[config.mk]
export PLATFORM = sky130hd
export DESIGN_NAME = exec_guard_flat
export DESIGN_NICKNAME = d
export VERILOG_FILES = /design/src/core/mem_order_pkg.sv /design/src/core/mem_link_if.sv /design/src/core/exec_guard.sv /design/src/flat_wrapper.sv
export SDC_FILE = /design/constraint.sdc
export NUM_CORES = 1
export LEC_CHECK = 0
export BUFFER_PORTS_ARGS = -buffer_cell sky130_fd_sc_hd__buf_2
export CORE_ASPECT_RATIO = 1.4
export CORE_MARGIN = 2
export CORE_UTILIZATION = 52
export DETAILED_ROUTE_END_ITERATION = 10
export PLACE_DENSITY = 0.84
export SYNTH_ARGS = -nofsm -noshare
export SYNTH_HDL_FRONTEND = slang
export SYNTH_SLANG_ARGS = --single-unit
[constraint.sdc]
create_clock -name CORE_CLK -period 9.59 [get_ports CORE_CLK]
set_clock_uncertainty 0.2 [all_clocks]
set_input_delay 0.959 -clock CORE_CLK [delete_from_list [all_inputs] [get_ports CORE_CLK]]
set_output_delay 0.959 -clock CORE_CLK [all_outputs]
set_load 0.02 [all_outputs]
[src/core/mem_order_pkg.sv]
package mem_order_pkg;
	// Bus and table geometry
	localparam int ADDR_W         = 32;
	localparam int DATA_W         = 32;
	localparam int NUM_REGIONS    = 8;
	localparam int REGION_SEL_LSB = 29;
	localparam int ATTR_W         = 5;

	// Region attribute fields
	localparam int AP_LSB     = 0;
	localparam int EXEC_BIT   = 2;
	localparam int SHARE_BIT  = 3;
	localparam int STRONG_BIT = 4;
	localparam logic [1:0] AP_NONE = 2'h0;
	localparam logic [1:0] AP_PRIV = 2'h1;

	// Status and mask bits
	localparam int ST_EXEC_FAULT = 0;
	localparam int ST_DATA_FAULT = 1;
	localparam int ST_DONE       = 2;
	localparam int ST_W          = 3;

	// Register byte offsets
	localparam logic [11:0] REG_CTRL        = 12'h000;
	localparam logic [11:0] REG_STATUS      = 12'h004;
	localparam logic [11:0] REG_MASK        = 12'h008;
	localparam logic [11:0] REG_FAULT_ADDR  = 12'h00c;
	localparam logic [11:0] REG_SIDE        = 12'h010;
	localparam logic [11:0] REG_REGION_BASE = 12'h020;

	// Values after reset
	localparam logic            CTRL_RESET   = 1'b0;
	localparam logic [ST_W-1:0] STATUS_RESET = 3'h0;
	localparam logic [ST_W-1:0] MASK_RESET   = 3'h0;
	// Fallback attributes per address slice when protection is off
	localparam logic [NUM_REGIONS-1:0][ATTR_W-1:0] DEFAULT_MAP =
		{5'h11, 5'h0a, 5'h0a, 5'h06, 5'h06, 5'h0a, 5'h06, 5'h06};

	localparam logic [1:0] RESP_OKAY   = 2'h0;
	localparam logic [1:0] RESP_SLVERR = 2'h2;

	typedef enum logic [1:0] {XL_NONE = 2'b00, XL_PRIV = 2'b01, XL_ALL = 2'b10} exec_level_t;

	typedef enum logic [2:0] {
		KIND_FETCH     = 3'b000,
		KIND_LOAD      = 3'b001,
		KIND_STORE     = 3'b010,
		KIND_TABLE     = 3'b011,
		KIND_LINEFILL  = 3'b100,
		KIND_WRITEBACK = 3'b101,
		KIND_MAINT     = 3'b110
	} kind_t;

	typedef enum logic [1:0] {MS_IDLE = 2'b00, MS_ISSUE = 2'b01, MS_SYNC = 2'b10} mem_state_t;

	// Execution level from read rights plus the execute flag
	function automatic exec_level_t exec_level(input logic [ATTR_W-1:0] attr);
		exec_level_t lvl;
		lvl = XL_ALL;
		if (!attr[EXEC_BIT] || attr[AP_LSB+:2] == AP_NONE)
			lvl = XL_NONE;
		else if (attr[AP_LSB+:2] == AP_PRIV)
			lvl = XL_PRIV;
		return lvl;
	endfunction
endpackage

[src/core/mem_link_if.sv]
`timescale 1ns/1ps
interface mem_link_if;
	import mem_order_pkg::*;
	logic              req_valid;        // Access held until done
	logic [ADDR_W-1:0] req_addr;         // Byte address
	logic              req_write;        // Store or write-back
	logic [DATA_W-1:0] req_wdata;        // Write data
	logic              req_explicit;     // Subject to ordering
	logic              req_share;        // Shareable region
	logic              req_strong;       // Strongly-ordered region
	logic              req_excl;         // Exclusive access
	logic              req_maint;        // Cache or predictor maintenance
	logic              rsp_obs;          // Observed pulse
	logic              rsp_gobs;         // Globally observed pulse
	logic              rsp_done;         // Complete pulse
	logic [DATA_W-1:0] rsp_rdata;        // Read data with done
	logic              rsp_excl_fail;    // Exclusive store failed
	logic              rsp_side_pending; // Side effects not yet visible

	modport dev (output req_valid, req_addr, req_write, req_wdata, req_explicit, req_share,
		req_strong, req_excl, req_maint,
		input rsp_obs, rsp_gobs, rsp_done, rsp_rdata, rsp_excl_fail, rsp_side_pending);
	modport mem (input req_valid, req_addr, req_write, req_wdata, req_explicit, req_share,
		req_strong, req_excl, req_maint,
		output rsp_obs, rsp_gobs, rsp_done, rsp_rdata, rsp_excl_fail, rsp_side_pending);
endinterface

[src/core/exec_guard.sv]
// Chosen here: the AXI4-Lite register port and the address map.
`timescale 1ns/1ps
module exec_guard
	import mem_order_pkg::*;
(
	input  wire logic              CORE_CLK,                // Core clock
	input  wire logic              RST,                     // Async reset, high
	input  wire logic              CE,                      // Clock enable
	input  wire logic [11:0]       AWADDR,                  // AXI write address
	input  wire logic              AWVALID,                 // AXI write address valid
	output logic                   AWREADY,                 // AXI write address ready
	input  wire logic [31:0]       WDATA,                   // AXI write data
	input  wire logic [3:0]        WSTRB,                   // AXI byte strobes
	input  wire logic              WVALID,                  // AXI write data valid
	output logic                   WREADY,                  // AXI write data ready
	output logic [1:0]             BRESP,                   // AXI write response
	output logic                   BVALID,                  // AXI write response valid
	input  wire logic              BREADY,                  // AXI write response ready
	input  wire logic [11:0]       ARADDR,                  // AXI read address
	input  wire logic              ARVALID,                 // AXI read address valid
	output logic                   ARREADY,                 // AXI read address ready
	output logic [31:0]            RDATA,                   // AXI read data
	output logic [1:0]             RRESP,                   // AXI read response
	output logic                   RVALID,                  // AXI read data valid
	input  wire logic              RREADY,                  // AXI read data ready
	input  wire logic              ACC_VALID,               // Core access request
	input  wire logic [2:0]        ACC_KIND,                // Access kind code
	input  wire logic [ADDR_W-1:0] ACC_ADDR,                // Access address
	input  wire logic [DATA_W-1:0] ACC_WDATA,               // Write data
	input  wire logic              ACC_PRIV,                // Privileged access
	input  wire logic              ACC_EXCL,                // Exclusive access
	output logic                   ACC_BUSY,                // Access outstanding
	output logic                   ACC_DONE,                // Access complete pulse
	output logic [DATA_W-1:0]      ACC_RDATA,               // Read data with done
	output logic                   ACC_EXCL_FAIL,           // Exclusive store failed
	output logic                   ACC_IS_READ,             // Last access classed as read
	output logic                   ACC_IS_WRITE,            // Last access classed as write
	output logic                   ACC_EXPLICIT,            // Last access was explicit
	output logic                   MEMORY_MANAGEMENT_FAULT, // Fault pulse
	output logic                   FAULT_ON_FETCH,          // Last fault was a fetch
	output logic                   IRQ,                     // Level interrupt
	mem_link_if.dev                link                     // Link to memory side
);
	typedef struct packed {
		logic                                ctrl_en;
		logic [ST_W-1:0]                     status;
		logic [ST_W-1:0]                     mask;
		logic [ADDR_W-1:0]                   fault_addr;
		logic [NUM_REGIONS-1:0][ATTR_W-1:0]  attr;
		logic                                irq;
		logic                                w_rdy;
		logic                                bvalid;
		logic [1:0]                          bresp;
		logic                                ar_rdy;
		logic                                rvalid;
		logic [1:0]                          rresp;
		logic [31:0]                         rdata;
		logic                                busy;
		logic                                gobs_seen;
		logic                                done;
		logic [DATA_W-1:0]                   acc_rdata;
		logic                                excl_fail;
		logic                                is_read;
		logic                                is_write;
		logic                                explicit;
		logic                                fault;
		logic                                fault_fetch;
		logic                                l_valid;
		logic [ADDR_W-1:0]                   l_addr;
		logic                                l_write;
		logic [DATA_W-1:0]                   l_wdata;
		logic                                l_share;
		logic                                l_strong;
		logic                                l_excl;
		logic                                l_maint;
	} gstate_t;

	gstate_t                s_ff;
	gstate_t                nxt_s;
	logic [ATTR_W-1:0]      attr;
	exec_level_t            xl;
	logic                   rd;
	logic                   wr;
	logic                   expl;
	logic                   exec_fault;
	logic                   data_fault;
	logic [ST_W-1:0]        st_set;
	logic [ST_W-1:0]        st_clr;
	logic [2:0]             region;

	// Access classification and permission checks
	always_comb
	begin
		region = ACC_ADDR[REGION_SEL_LSB+:3];
		// Default map keeps execute control alive with protection off
		attr = s_ff.ctrl_en ? s_ff.attr[region] : DEFAULT_MAP[region];
		xl = exec_level(attr);
		rd = 1'b0;
		wr = 1'b0;
		expl = 1'b0;
		exec_fault = 1'b0;
		unique case (ACC_KIND)
			KIND_FETCH:
				// Privileged-only execution needs a privileged fetch
				exec_fault = xl == XL_NONE || (xl == XL_PRIV && !ACC_PRIV);
			KIND_LOAD:
			begin
				rd = 1'b1;
				expl = 1'b1;
			end
			KIND_STORE:
			begin
				wr = 1'b1;
				rd = ACC_EXCL;
				expl = 1'b1;
			end
			KIND_TABLE:
			begin
				rd = 1'b1;
				expl = 1'b1;
			end
			KIND_LINEFILL, KIND_WRITEBACK, KIND_MAINT:
				expl = 1'b0;
			default:
				expl = 1'b0;
		endcase
		// Data rights only apply while protection is enabled
		data_fault = s_ff.ctrl_en && expl &&
			(attr[AP_LSB+:2] == AP_NONE || (attr[AP_LSB+:2] == AP_PRIV && !ACC_PRIV));
	end

	// Next state: core side, link side, register bus
	always_comb
	begin
		nxt_s = s_ff;
		nxt_s.done = 1'b0;
		nxt_s.fault = 1'b0;
		st_set = '0;
		st_clr = '0;
		if (ACC_VALID && !s_ff.busy)
		begin
			nxt_s.is_read = rd;
			nxt_s.is_write = wr;
			nxt_s.explicit = expl;
			if (exec_fault || data_fault)
			begin
				// Nothing is forwarded, so the access never takes effect
				nxt_s.fault = 1'b1;
				nxt_s.fault_fetch = exec_fault;
				nxt_s.fault_addr = ACC_ADDR;
				st_set[ST_EXEC_FAULT] = exec_fault;
				st_set[ST_DATA_FAULT] = data_fault;
			end
			else
			begin
				nxt_s.busy = 1'b1;
				nxt_s.gobs_seen = 1'b0;
				nxt_s.l_valid = 1'b1;
				nxt_s.l_addr = ACC_ADDR;
				nxt_s.l_write = wr || ACC_KIND == KIND_WRITEBACK;
				nxt_s.l_wdata = ACC_WDATA;
				nxt_s.l_share = attr[SHARE_BIT];
				nxt_s.l_strong = attr[STRONG_BIT];
				nxt_s.l_excl = ACC_EXCL && expl;
				nxt_s.l_maint = ACC_KIND == KIND_MAINT;
			end
		end
		if (s_ff.busy && link.rsp_gobs)
			nxt_s.gobs_seen = 1'b1;
		// Completion only counts after global observation
		if (s_ff.busy && link.rsp_done && (s_ff.gobs_seen || link.rsp_gobs))
		begin
			nxt_s.busy = 1'b0;
			nxt_s.l_valid = 1'b0;
			nxt_s.done = 1'b1;
			nxt_s.acc_rdata = link.rsp_rdata;
			nxt_s.excl_fail = link.rsp_excl_fail;
			st_set[ST_DONE] = 1'b1;
		end

		// Write channel: both ready together once address and data wait
		if (!s_ff.w_rdy && !s_ff.bvalid && AWVALID && WVALID)
			nxt_s.w_rdy = 1'b1;
		if (s_ff.w_rdy && AWVALID && WVALID)
		begin
			nxt_s.w_rdy = 1'b0;
			nxt_s.bvalid = 1'b1;
			nxt_s.bresp = RESP_OKAY;
			if (AWADDR == REG_CTRL)
			begin
				if (WSTRB[0])
					nxt_s.ctrl_en = WDATA[0];
			end
			else if (AWADDR == REG_STATUS)
			begin
				if (WSTRB[0])
					st_clr = WDATA[ST_W-1:0];
			end
			else if (AWADDR == REG_MASK)
			begin
				if (WSTRB[0])
					nxt_s.mask = WDATA[ST_W-1:0];
			end
			else if (AWADDR == REG_FAULT_ADDR || AWADDR == REG_SIDE)
				nxt_s.bresp = RESP_OKAY;
			else if (AWADDR[11:5] == REG_REGION_BASE[11:5] && AWADDR[1:0] == 2'h0)
			begin
				if (WSTRB[0])
					nxt_s.attr[AWADDR[4:2]] = WDATA[ATTR_W-1:0];
			end
			else
				nxt_s.bresp = RESP_SLVERR;
		end
		if (s_ff.bvalid && BREADY)
			nxt_s.bvalid = 1'b0;

		// Read channel
		if (!s_ff.ar_rdy && !s_ff.rvalid && ARVALID)
			nxt_s.ar_rdy = 1'b1;
		if (s_ff.ar_rdy && ARVALID)
		begin
			nxt_s.ar_rdy = 1'b0;
			nxt_s.rvalid = 1'b1;
			nxt_s.rresp = RESP_OKAY;
			nxt_s.rdata = '0;
			if (ARADDR == REG_CTRL)
				nxt_s.rdata[0] = s_ff.ctrl_en;
			else if (ARADDR == REG_STATUS)
				nxt_s.rdata[ST_W-1:0] = s_ff.status;
			else if (ARADDR == REG_MASK)
				nxt_s.rdata[ST_W-1:0] = s_ff.mask;
			else if (ARADDR == REG_FAULT_ADDR)
				nxt_s.rdata = s_ff.fault_addr;
			else if (ARADDR == REG_SIDE)
				nxt_s.rdata[0] = link.rsp_side_pending;
			else if (ARADDR[11:5] == REG_REGION_BASE[11:5] && ARADDR[1:0] == 2'h0)
				nxt_s.rdata[ATTR_W-1:0] = s_ff.attr[ARADDR[4:2]];
			else
				nxt_s.rresp = RESP_SLVERR;
		end
		if (s_ff.rvalid && RREADY)
			nxt_s.rvalid = 1'b0;

		// Sticky status: a new event wins over a same-cycle clear
		nxt_s.status = (s_ff.status & ~st_clr) | st_set;
		nxt_s.irq = |(nxt_s.status & nxt_s.mask);
	end

	// State register; region table resets to the default map
	always_ff @(posedge CORE_CLK or posedge RST)
	begin
		if (RST)
		begin
			s_ff <= '0;
			s_ff.ctrl_en <= CTRL_RESET;
			s_ff.status <= STATUS_RESET;
			s_ff.mask <= MASK_RESET;
			s_ff.attr <= DEFAULT_MAP;
		end
		else if (CE)
			s_ff <= nxt_s;
	end

	assign AWREADY = s_ff.w_rdy;
	assign WREADY = s_ff.w_rdy;
	assign BRESP = s_ff.bresp;
	assign BVALID = s_ff.bvalid;
	assign ARREADY = s_ff.ar_rdy;
	assign RDATA = s_ff.rdata;
	assign RRESP = s_ff.rresp;
	assign RVALID = s_ff.rvalid;
	assign ACC_BUSY = s_ff.busy;
	assign ACC_DONE = s_ff.done;
	assign ACC_RDATA = s_ff.acc_rdata;
	assign ACC_EXCL_FAIL = s_ff.excl_fail;
	assign ACC_IS_READ = s_ff.is_read;
	assign ACC_IS_WRITE = s_ff.is_write;
	assign ACC_EXPLICIT = s_ff.explicit;
	assign MEMORY_MANAGEMENT_FAULT = s_ff.fault;
	assign FAULT_ON_FETCH = s_ff.fault_fetch;
	assign IRQ = s_ff.irq;
	assign link.req_valid = s_ff.l_valid;
	assign link.req_addr = s_ff.l_addr;
	assign link.req_write = s_ff.l_write;
	assign link.req_wdata = s_ff.l_wdata;
	assign link.req_explicit = s_ff.explicit;
	assign link.req_share = s_ff.l_share;
	assign link.req_strong = s_ff.l_strong;
	assign link.req_excl = s_ff.l_excl;
	assign link.req_maint = s_ff.l_maint;
endmodule

[src/flat_wrapper.sv]
// flat-port wrapper written by rule: the top's interface ports become plain ports
module exec_guard_flat import mem_order_pkg::*;
  (CORE_CLK, RST, CE, AWADDR, AWVALID, AWREADY, WDATA, WSTRB, WVALID, WREADY, BRESP, BVALID, BREADY, ARADDR, ARVALID, ARREADY, RDATA, RRESP, RVALID, RREADY, ACC_VALID, ACC_KIND, ACC_ADDR, ACC_WDATA, ACC_PRIV, ACC_EXCL, ACC_BUSY, ACC_DONE, ACC_RDATA, ACC_EXCL_FAIL, ACC_IS_READ, ACC_IS_WRITE, ACC_EXPLICIT, MEMORY_MANAGEMENT_FAULT, FAULT_ON_FETCH, IRQ, link_req_valid, link_req_addr, link_req_write, link_req_wdata, link_req_explicit, link_req_share, link_req_strong, link_req_excl, link_req_maint, link_rsp_obs, link_rsp_gobs, link_rsp_done, link_rsp_rdata, link_rsp_excl_fail, link_rsp_side_pending);
  mem_link_if link_i ();
  input  wire logic CORE_CLK;
  input  wire logic RST;
  input  wire logic CE;
  input  wire logic [11:0] AWADDR;
  input  wire logic AWVALID;
  output logic AWREADY;
  input  wire logic [31:0] WDATA;
  input  wire logic [3:0] WSTRB;
  input  wire logic WVALID;
  output logic WREADY;
  output logic [1:0] BRESP;
  output logic BVALID;
  input  wire logic BREADY;
  input  wire logic [11:0] ARADDR;
  input  wire logic ARVALID;
  output logic ARREADY;
  output logic [31:0] RDATA;
  output logic [1:0] RRESP;
  output logic RVALID;
  input  wire logic RREADY;
  input  wire logic ACC_VALID;
  input  wire logic [2:0] ACC_KIND;
  input  wire logic [ADDR_W-1:0] ACC_ADDR;
  input  wire logic [DATA_W-1:0] ACC_WDATA;
  input  wire logic ACC_PRIV;
  input  wire logic ACC_EXCL;
  output logic ACC_BUSY;
  output logic ACC_DONE;
  output logic [DATA_W-1:0] ACC_RDATA;
  output logic ACC_EXCL_FAIL;
  output logic ACC_IS_READ;
  output logic ACC_IS_WRITE;
  output logic ACC_EXPLICIT;
  output logic MEMORY_MANAGEMENT_FAULT;
  output logic FAULT_ON_FETCH;
  output logic IRQ;
  output wire logic [$bits(link_i.req_valid)-1:0] link_req_valid;
  output wire logic [$bits(link_i.req_addr)-1:0] link_req_addr;
  output wire logic [$bits(link_i.req_write)-1:0] link_req_write;
  output wire logic [$bits(link_i.req_wdata)-1:0] link_req_wdata;
  output wire logic [$bits(link_i.req_explicit)-1:0] link_req_explicit;
  output wire logic [$bits(link_i.req_share)-1:0] link_req_share;
  output wire logic [$bits(link_i.req_strong)-1:0] link_req_strong;
  output wire logic [$bits(link_i.req_excl)-1:0] link_req_excl;
  output wire logic [$bits(link_i.req_maint)-1:0] link_req_maint;
  input wire logic [$bits(link_i.rsp_obs)-1:0] link_rsp_obs;
  input wire logic [$bits(link_i.rsp_gobs)-1:0] link_rsp_gobs;
  input wire logic [$bits(link_i.rsp_done)-1:0] link_rsp_done;
  input wire logic [$bits(link_i.rsp_rdata)-1:0] link_rsp_rdata;
  input wire logic [$bits(link_i.rsp_excl_fail)-1:0] link_rsp_excl_fail;
  input wire logic [$bits(link_i.rsp_side_pending)-1:0] link_rsp_side_pending;
  assign link_req_valid = link_i.req_valid;
  assign link_req_addr = link_i.req_addr;
  assign link_req_write = link_i.req_write;
  assign link_req_wdata = link_i.req_wdata;
  assign link_req_explicit = link_i.req_explicit;
  assign link_req_share = link_i.req_share;
  assign link_req_strong = link_i.req_strong;
  assign link_req_excl = link_i.req_excl;
  assign link_req_maint = link_i.req_maint;
  assign link_i.rsp_obs = link_rsp_obs;
  assign link_i.rsp_gobs = link_rsp_gobs;
  assign link_i.rsp_done = link_rsp_done;
  assign link_i.rsp_rdata = link_rsp_rdata;
  assign link_i.rsp_excl_fail = link_rsp_excl_fail;
  assign link_i.rsp_side_pending = link_rsp_side_pending;
  exec_guard u_core (.CORE_CLK(CORE_CLK), .RST(RST), .CE(CE), .AWADDR(AWADDR), .AWVALID(AWVALID), .AWREADY(AWREADY), .WDATA(WDATA), .WSTRB(WSTRB), .WVALID(WVALID), .WREADY(WREADY), .BRESP(BRESP), .BVALID(BVALID), .BREADY(BREADY), .ARADDR(ARADDR), .ARVALID(ARVALID), .ARREADY(ARREADY), .RDATA(RDATA), .RRESP(RRESP), .RVALID(RVALID), .RREADY(RREADY), .ACC_VALID(ACC_VALID), .ACC_KIND(ACC_KIND), .ACC_ADDR(ACC_ADDR), .ACC_WDATA(ACC_WDATA), .ACC_PRIV(ACC_PRIV), .ACC_EXCL(ACC_EXCL), .ACC_BUSY(ACC_BUSY), .ACC_DONE(ACC_DONE), .ACC_RDATA(ACC_RDATA), .ACC_EXCL_FAIL(ACC_EXCL_FAIL), .ACC_IS_READ(ACC_IS_READ), .ACC_IS_WRITE(ACC_IS_WRITE), .ACC_EXPLICIT(ACC_EXPLICIT), .MEMORY_MANAGEMENT_FAULT(MEMORY_MANAGEMENT_FAULT), .FAULT_ON_FETCH(FAULT_ON_FETCH), .IRQ(IRQ), .link(link_i));
endmodule
---- Word-level counts from Yosys, hierarchy flattened ----
Memories as Yosys holds them, arrays and structs flattened.
Cells that the tools add are included.
W data, S select, Z words.
operators by class
  order comparisons ....................... 4
  equality and inequality tests ........... 19
  mux-type cells .......................... 62
  bitwise logic cells ..................... 9
  reduce and logical (&&, ||, !) cells .... 66
operator list
  kind                   number
  $mux W72               1
  $mux W70               1
  $mux W31               2
  $eq A12 B4 Y1 const B  4
  $bwmux W40             1
  $mux W5                8
  $mux W36               1
  $mux W34               1
  $mux W3                11
  $mux W33               1
  $bmux W5 S3            2
  $mux W2                15
  $mux W27               1
  $eq A12 B3 Y1 const B  2
  $eq A12 B5 Y1 const B  2
  $logic_not A12 Y1      2
  $logic_and A1 B1 Y1    22
  $reduce_and A2 Y1      8
  $demux W5 S3           1
  $eq A7 B1 Y1 const B   2
  $mux W1                13
  $lt A3 B4 Y1 const B   3
  $reduce_and A3 Y1      4
  $reduce_bool A2 Y1     6
  20 further kinds       46
storage, ports and cells
  flip-flop bits (word level) ............. 231
  bits in read-only memories .............. 40
  bits of input ports ..................... 175
  output and inout bits ................... 153
  logic and storage cells ................. 199
  memories ................................ 1
memories
  name              words  width  rd ports  clocked after memory_dff  write ports  line              text
  (name not given)  8      5      1         0                         0            exec_guard.sv:96  attr = s_ff.ctrl_en ? s_ff.attr[region] : DEFAULT_MAP[region];

---- Longest topological paths before layout ----
Gate-level depths: netlist of run 1.
  depth after elaboration ................. 16
  depth in mapped cells ................... 9
  mapped depth without buffers ............ 7

---- Worst setup path after synthesis of run 1 ----
OpenSTA, ideal clock, no wires.
  path kind ............................... input to register
  from .................................... in ACC_ADDR[29]
  to ...................................... reg u_core.s_ff (netlist bit u_core.link.req_addr[0])
  setup time .............................. 0.125 ns
  data arrival time ....................... 2.743 ns
  data required time ...................... 9.265 ns
  setup slack ............................. 6.522 ns
  stages .................................. 9
  buffers on the path ..................... 2
  cells stage by stage .................... ha_1 -> nor2b_1 -> o21ai_0 -> o21ai_0 -> o31a_2 -> a221o_1 -> buf_4 -> buf_6 -> mux2_4
between the ends
  longest elaborated chain between the ends .. 13
  elaborated cells on any way between the ends .. 22
  classes of those cells .................. eq/ne (2); mux (7); bitwise (1); reduce/logical (11); memory (1)
ends and longest elaborated chain
  element                                        line                                      text
  start, declared                                flat_wrapper.sv:27                        input wire logic [ADDR_W-1:0] ACC_ADDR;
  $mem_v2 Z8 W5 or $bmux W5 S3 (tied branches)   -
  $mux W5 (implied by the code)                  exec_guard.sv:96
  $mux W5 (*)                                    exec_guard.sv:96
  $eq A2 B1 Y1 (tied with other cells)           mem_order_pkg.sv:62, exec_guard.sv:129
  $mux W2 or $logic_or A1 B1 Y1 (tied branches)  mem_order_pkg.sv:62, mem_order_pkg.sv:60
  $mux W2                                        mem_order_pkg.sv:60                       if (!attr[EXEC_BIT] || attr[AP_LSB+:2] == AP_NONE)
  $eq A2 B1 Y1                                   exec_guard.sv:105                         exec_fault = xl == XL_NONE || (xl == XL_PRIV && !ACC_PRIV);
  $logic_and A1 B1 Y1                            exec_guard.sv:105
  $logic_or A1 B1 Y1                             exec_guard.sv:105
  $mux W1                                        exec_guard.sv:102                         unique case (ACC_KIND)
  $logic_or A1 B1 Y1 (*)                         exec_guard.sv:145                         if (exec_fault || data_fault)
  $not A1 Y1 (no source line) (*)                -
  $reduce_and A3 Y1 (no source line) (*)         -
  end signal, assigned                           exec_guard.sv:261                         s_ff <= nxt_s;
  end, declared                                  exec_guard.sv:78                          gstate_t s_ff;
Every way passes the cells marked *; elsewhere a longest branch is shown, timed or not. The select of a mux whose other input is x is not followed.
A chain may end at the register's enable or synchronous reset.

---- Worst setup path in the final report of run 1 ----
  from .................................... in ACC_ADDR[29]
  to ...................................... reg u_core.s_ff (netlist bit u_core.link.req_addr[23])
Same word-level chain as after synthesis.

==> results of run 1 <==
## worst paths after layout
check,slack (ns),start,cells after the start,to
worst min-delay path,0.27,u_core.link.req_valid,2,u_core.link.req_valid
worst max register to register,6.13,u_core.s_ff[230],6,u_core.link.req_addr[23]
worst max-delay path,5.56,ACC_ADDR[29],7,u_core.link.req_addr[23]
min in group asynchronous,0.43,RST,2,u_core.link.req_maint
worst min register to register,0.27,u_core.link.req_valid,2,u_core.link.req_valid
max in group asynchronous,6.95,RST,3,u_core.link.req_wdata[29]
## placed cells by master (no fill, tap or decap), types with 3 or more instances in the layout
cell and count:
buf_2 294, dfrtp_1 213, mux2_2 116, mux2_4 65, nand2_1 31, a22o_1 27, clkbuf_16 23, o21ai_0 19
mux4_2 19, dfstp_2 16, nor2_1 12, inv_1 12, nor3_1 11, mux2i_1 9, nor2b_1 7, a21oi_1 6
nor4_1 6, nor3b_1 5, clkbuf_1 5, clkbuf_8 5, nand3b_1 4, nand4_1 4, a21o_1 4, buf_4 4
nand3_1 3, or4_1 3, nand2b_1 3, nor2_2 3, o211ai_1 3, clkinv_2 3, bufinv_16 3
## cells in the mapped netlist (all sizes together), types with 2 or more instances
| cell type | number | area, um^2 |
|---|---|---|
| a2111oi | 2 | 17.5 |
| a211oi | 2 | 15.0 |
| a21o | 5 | 37.5 |
| a21oi | 6 | 30.0 |
| a22o | 27 | 236 |
| a311oi | 2 | 17.5 |
| a32o | 2 | 20.0 |
| buf | 157 | 1180 |
| clkbuf | 17 | 63.8 |
| dfrtp | 213 | 5330 |
| dfstp | 16 | 420 |
| ha | 2 | 25.0 |
| inv | 13 | 48.8 |
| mux2 | 181 | 2280 |
| mux2i | 9 | 90.1 |
| mux4 | 19 | 428 |
| nand2 | 31 | 116 |
| nand2b | 3 | 18.8 |
| nand3 | 5 | 25.0 |
| nand3b | 4 | 30.0 |
| nand4 | 4 | 25.0 |
| nor2 | 15 | 63.8 |
| nor2b | 8 | 50.1 |
| nor3 | 13 | 75.1 |
| nor3b | 5 | 37.5 |
| nor4 | 7 | 58.8 |
| o211ai | 3 | 22.5 |
| o21ai | 20 | 100 |
| o31ai | 2 | 15.0 |
| or3 | 2 | 12.5 |
| or4 | 3 | 22.5 |
## registers in the layout, summed over array words and instances (netlist names), 32 cells and up
signal                 count
u_core.link.req_addr      32
u_core.s_ff               80
u_core.link.req_wdata     32
u_core.ACC_RDATA          32
u_core.RDATA              32
## worst max-delay path: cells and delay by family
kind | cells | cell delay [ns]
AOI/OAI and AO/OA | 3 | 1.00
buffers and inverters | 2 | 1.21
muxes | 2 | 0.99
## metal layers
metal  global-route usage (%)  vias to the layer above  part of all wire [%]
li1                         -                     3065                     -
met1                     25.1                     3427                    38
met2                     39.0                      233                    53
met3                     4.06                       57                   6.0
met4                     8.10                        0                   3.5
met5                        0                        -                     0
## stage by stage
stage               hold WS (ns)  power, uW  utilization [%]  setup slack, ns  instance area, um^2
finish                     0.272       3440             59.2             5.56                12500
global route               0.286       3600             59.2             5.45                12500
CTS                        0.278       3470             59.2             5.57                12500
detailed placement         0.264       2530             55.5             5.05                11700
global placement           0.258       2490             55.5             5.08                11700
floorplan                  0.250       2450                -             2.18                11100
## kinds of logic after synthesis
kind of cell | after synthesis
other | 1
adders and majority gates | 2
AOI/OAI and AO/OA | 84
and+or+nand+nor | 103
DFF | 229
muxes | 209
buffers and inverters | 187
## layout make-up
class	instances	area share [%]
antenna	1	0.0201
clock buffer	33	5.32
clock inverter	7	0.904
inverter	13	0.452
multi-input combinational	400	32.5
sequential	229	46.2
tap	260	2.61
timing repair buffer	298	12.1
## report_power, final
group / total (uW) / internal [uW] / switching, uW
logic: 1100 / 502 / 602
registers: 1410 / 1250 / 162
clock network: 926 / 559 / 367
==> flow_summary.toml, run 1 <==
[status]
run_status = "complete, no violations"

[logic_synthesis]
ys_types = 56
ys.warnings.count = 0
synth-compound-area-share_pct = 5.65
synthMuxAreaShare_pct = 25.3
synth_xor_area_share_pct = 0
ys_ff_latch = 229
synthArstFlopShare_pct = 100
ys_seq_area_share_pct = 52.0
synth_top_family_by_area = "multiplexers"
mappedNetlistArea_um2 = 11100
postSynthCellCount = 815
syn_avg_cell_area_um2 = 13.6
synthAdderAreaFrac_pct = 0.226
synthSimpleGateAreaFrac_pct = 5.07
synth_flop_cell = "dfrtp_1"
synth_edf_count = 0

[clocking]
cts_hold_buf = 0
cts_root_buffer = "clkbuf_16"
tritoncts = "done"
clk_latency_ns = 0.50
postCtsSetupBuffers = 0
cts.clk_slew.worst_paths_ns = 0.06
cts_resized = 0
cts.path.max_buffers = 3
cts_buffers = 23
cts.sinks = 229
htreeDepth = 1

[floorplan]
row_count = 63
die_w_um = 127
initial_core_util_pct = 52.5
dieArea_um2 = 22500
core_area_um2 = 21000
design.portCount = 328
die_h_um = 177

[cells_and_area]
drive_gt1_share_pct = 57.4
nFillCells = 1635
fin_nets = 1142
multi_input_area_um2 = 4040
final-instance-count-excl-fill = 1241
area_growth_pct = 12.7
register_area_um2 = 5750

[critical_path]
path_cells = "buf_2, mux4_2, a32oi_1, o31a_2, a221o_4, buf_4, mux2_2"
worstSetupEndpointType = "flip-flop"
crit_slowest_cell = "buf_4"
cp_data_required_time_ns = 9.77
worst-setup-path-type = "in2reg"
crit_arrival_ns = 4.21
cpPeakStageDelay_ns = 0.79
crit_path_start_kind = "input port"
crit_path_max_fanout = 50

[routing]
drt-vias-per-instance = 5.46
final_antenna_net_count = 0
dr.pass1.iters = 4
wl_per_cell_um = 19.9
drc_errors = 0
drt_iter0_drc = 390
vias = 6782
routed_wl_um = 24600

[global_route]
grt_antenna_before_repair = 1
grtUsageTotal_pct = 21.5
grt_pass1_wl_um = 38000
grt_pass1_vias = 6970
grt.overflow.total = 0
grt_max_degree = 141

[timing]
hold_viol_final = 0
setup_violations = 0
relSlewSlack_pct = 26.0
setup-tns-final_ns = 0
worst_pin_slew_ns = 1.11
slew_viol_final = 0
period_minus_slack_ns = 4.03
rsz0062_at_grt = "false"
finalCritPeriodShare_pct = 42.0
clock.fmax_ghz = 0.248

[placement]
portBuffers = 294
place_inst = 1200
hpwlAfterDp_um = 17100
place.gp.congestion = 0.777

[flow_run]
max_cap_violations = 0

[hold_path]
hold_class = "reg2reg"

[power_and_ir_drop]
leakage_uw = 0.00631
ir_drop_v = 0.000172
p_per_area_nw_per_um2 = 276
Power figures use the tool's default switching activity.
==> inputs of run 2 (changes only) <==
Settings changed: ABC_AREA set to 1, CORE_UTILIZATION 52 to 47, PLACE_DENSITY 0.84 to 0.8.
Clock period 9.59 ns to 3.4 ns, I/O delays scaled along.
==> run 2 against run 1 <==
  * Sequential share of layout area fell by 5.0 points
  * Critical endpoint is now u_core.link.req_wdata[20]
  * Clock power rose to 2.9 times the previous value
  * Register-to-register slack got worse by 5.4 ns
  * Die area rose by 13%
  * Non-clock buffer count rose by 127
  * Via count rose by 54%
  * Largest power group unchanged
==> flow_summary.toml, run 2 <==
[logic_synthesis]
ys_seq_area_share_pct = 50.9
ys_ff_latch = 229
ys.warnings.count = 0
synthAdderAreaFrac_pct = 0.221
synth_top_family_by_area = "simple AND/OR/NAND/NOR gates"
synthArstFlopShare_pct = 100
synth-compound-area-share_pct = 5.35
syn_avg_cell_area_um2 = 8.12
synth_top_cell_by_area = "dfrtp_1"
yosysTopAreaCellShare_pct = 47.2
synth.most_common_cell = "nand2_1"
synth_edf_count = 0
ys_types = 39
synth_xor_area_share_pct = 0
mappedNetlistArea_um2 = 11300
synthSimpleGateAreaFrac_pct = 29.3
synth_commonest_cells = "nand2_1 (535), dfrtp_1 (213), buf_4 (139)"
synth.area.top_cells = "dfrtp_1 (47%), nand2_1 (18%), buf_4 (9.2%)"
postSynthCellCount = 1391
synth_flop_cell = "dfrtp_1"
synthMuxAreaShare_pct = 0.0997

[status]
run_status = "complete, no violations"

[critical_path]
reg2reg_from = "u_core.s_ff[230]"
crit_buf_inv = 4
worstSetupEndpointType = "flip-flop"
worst-r2r-cell-count = 10
crit_path_max_fanout = 51
crit_cells = 16
crit_path_start_kind = "input port"
crit_arrival_ns = 3.17
cp_data_required_time_ns = 3.62
crit_top_cell = "nand2_1"
crit_start = "ACC_ADDR[29]"
crit_slowest_cell = "dlygate4sd3_1"
cpPeakStageDelay_ns = 0.53
critPathTopFamily = "buffers and inverters"
worst-setup-path-type = "in2reg"
path_cells = "dlygate4sd3_1, buf_2, inv_2, nand2_1, nand2_1, nor2_1, nand2_1, nand2_1, nand2_1, nand2_1, nand2_1, nand2_2, nand2_4, buf_4, nand4_1, nand2_1"

[hold_path]
hold_depth = 3
hold_class = "in2reg"
min_from = "WDATA[1]"

[timing]
clock.fmax_ghz = 0.340
setup_violations = 0
slew_viol_final = 0
setup_ws_ns = 0.455
worst_pin_slew_ns = 1.01
relSlewSlack_pct = 32.1
hold_viol_final = 0
period_minus_slack_ns = 2.95
rsz0062_at_grt = "false"
finalCritPeriodShare_pct = 86.6

[placement]
portBuffers = 294
place.gp.congestion = 0.876
hpwlAfterDp_um = 21300
placed_area_um2 = 12100
dp_slack_ns = 0.533

[flow_run]
max_cap_violations = 0

[clocking]
cts_root_buffer = "clkbuf_16"
clk_latency_ns = 0.51
postCtsSetupBuffers = 0
cts.clk_slew.worst_paths_ns = 0.07
cts_resized = 0
cts.sinks = 229
cts_buffers = 23
tritoncts = "done"
htreeDepth = 1
cts.path.max_buffers = 3

[power_and_ir_drop]
p_per_area_nw_per_um2 = 710
power_uw = 9920
ir_drop_v = 0.000438
leakage_uw = 0.00755

[floorplan]
row_count = 67
design.portCount = 328
initial_core_util_pct = 47.5
core_area_um2 = 23800
dieArea_um2 = 25300
die_w_um = 135
die_h_um = 187

[global_route]
grt.busiest_layer = "met2"
grtUsageMet2_pct = 44.9
grt_pass1_wl_um = 52000
use_met1_pct = 30.1
grt_pass1_vias = 10300
grt_max_degree = 71
grtUsageTotal_pct = 25.5
grt.overflow.total = 0
gr-usage-met3_pct = 3.47
grt_antenna_before_repair = 1

[routing]
drc_errors = 0
drt_iter0_drc = 692
routed_wl_um = 33000
final_antenna_net_count = 0
drt-vias-per-instance = 5.29
vias = 10400
wl_per_cell_um = 16.8
dr.pass1.iters = 6

[cells_and_area]
largest_reg_flops = 80
area_growth_pct = 23.6
fin_nets = 1821
final_common_cell = "nand2_1"
drive_gt1_share_pct = 23.0
final_cell_mix = "nand2_1 (535), buf_2 (294), dfrtp_1 (213)"
top_register = "u_core.s_ff"
final_area_um2 = 14000
[run 2: final timing paths]
check | to | slack, ns
setup / recovery | u_core.link.req_wdata[20] | 0.45
hold / removal | u_core.s_ff[225] | 0.02
setup reg to reg | u_core.link.req_wdata[20] | 0.76
hold reg to reg | u_core.link.req_wdata[28] | 0.27
max in group asynchronous | u_core.ACC_EXCL_FAIL | 1.77
min in group asynchronous | u_core.RDATA[26] | 0.35
[run 2: kinds of logic (layout without fill, tap and decap cells)]
group | Yosys count | after routing
AOI/OAI and AO/OA | 111 | 111
adders and majority gates | 2 | 2
buffers and inverters | 268 | 535
DFF | 229 | 229
muxes | 1 | 1
other | 1 | 3
and+or+nand+nor | 779 | 779
[run 2: area by class of cell]
class,instances,area [um^2]
Antenna cell,1,2.50
Clock buffer,33,663
Clock inverter,7,113
Fill cell,2013,9850
Inverter,70,267
Multi-Input combinational cell,895,3970
Sequential cell,229,5750
Tap cell,310,388
Timing Repair Buffer,425,2810
[run 2: per-layer routing]
layer  wire (um)  part of all wire [%]
met1       12200                    37
met2       17000                    52
met3        2320                   7.0
met4        1490                   4.5
met5           0                     0
[run 2: worst min-delay path, stage by stage]
cell and delay [ns]:
buf_2 0.11, o21a_1 0.15, o21bai_1 0.10
[run 2: stage by stage]
step | std cells | TNS (ns) | hold slack [ns] | util, %
2_1_floorplan | 1392 | -25.75 | 0.242 | -
3_3_place_gp | 1819 | 0 | 0.248 | 50.8
3_5_place_dp | 1819 | 0 | 0.253 | 50.8
4_1_cts | 1969 | 0 | 0.00125 | 58.6
5_1_grt | 1970 | 0 | 0.0459 | 58.6
6_report | 1970 | 0 | 0.0199 | 58.6
[run 2: repair_timing]
item / CTS / global route
setup endpoints to repair: 0 / 0
hold buffers: 110 / 0
endpoints found under the hold margin: 166 / 0
[run 2: where the power goes]
part	internal, uW	switching [uW]
clock	1580	1070
sequential	3580	514
combinational	1040	2140
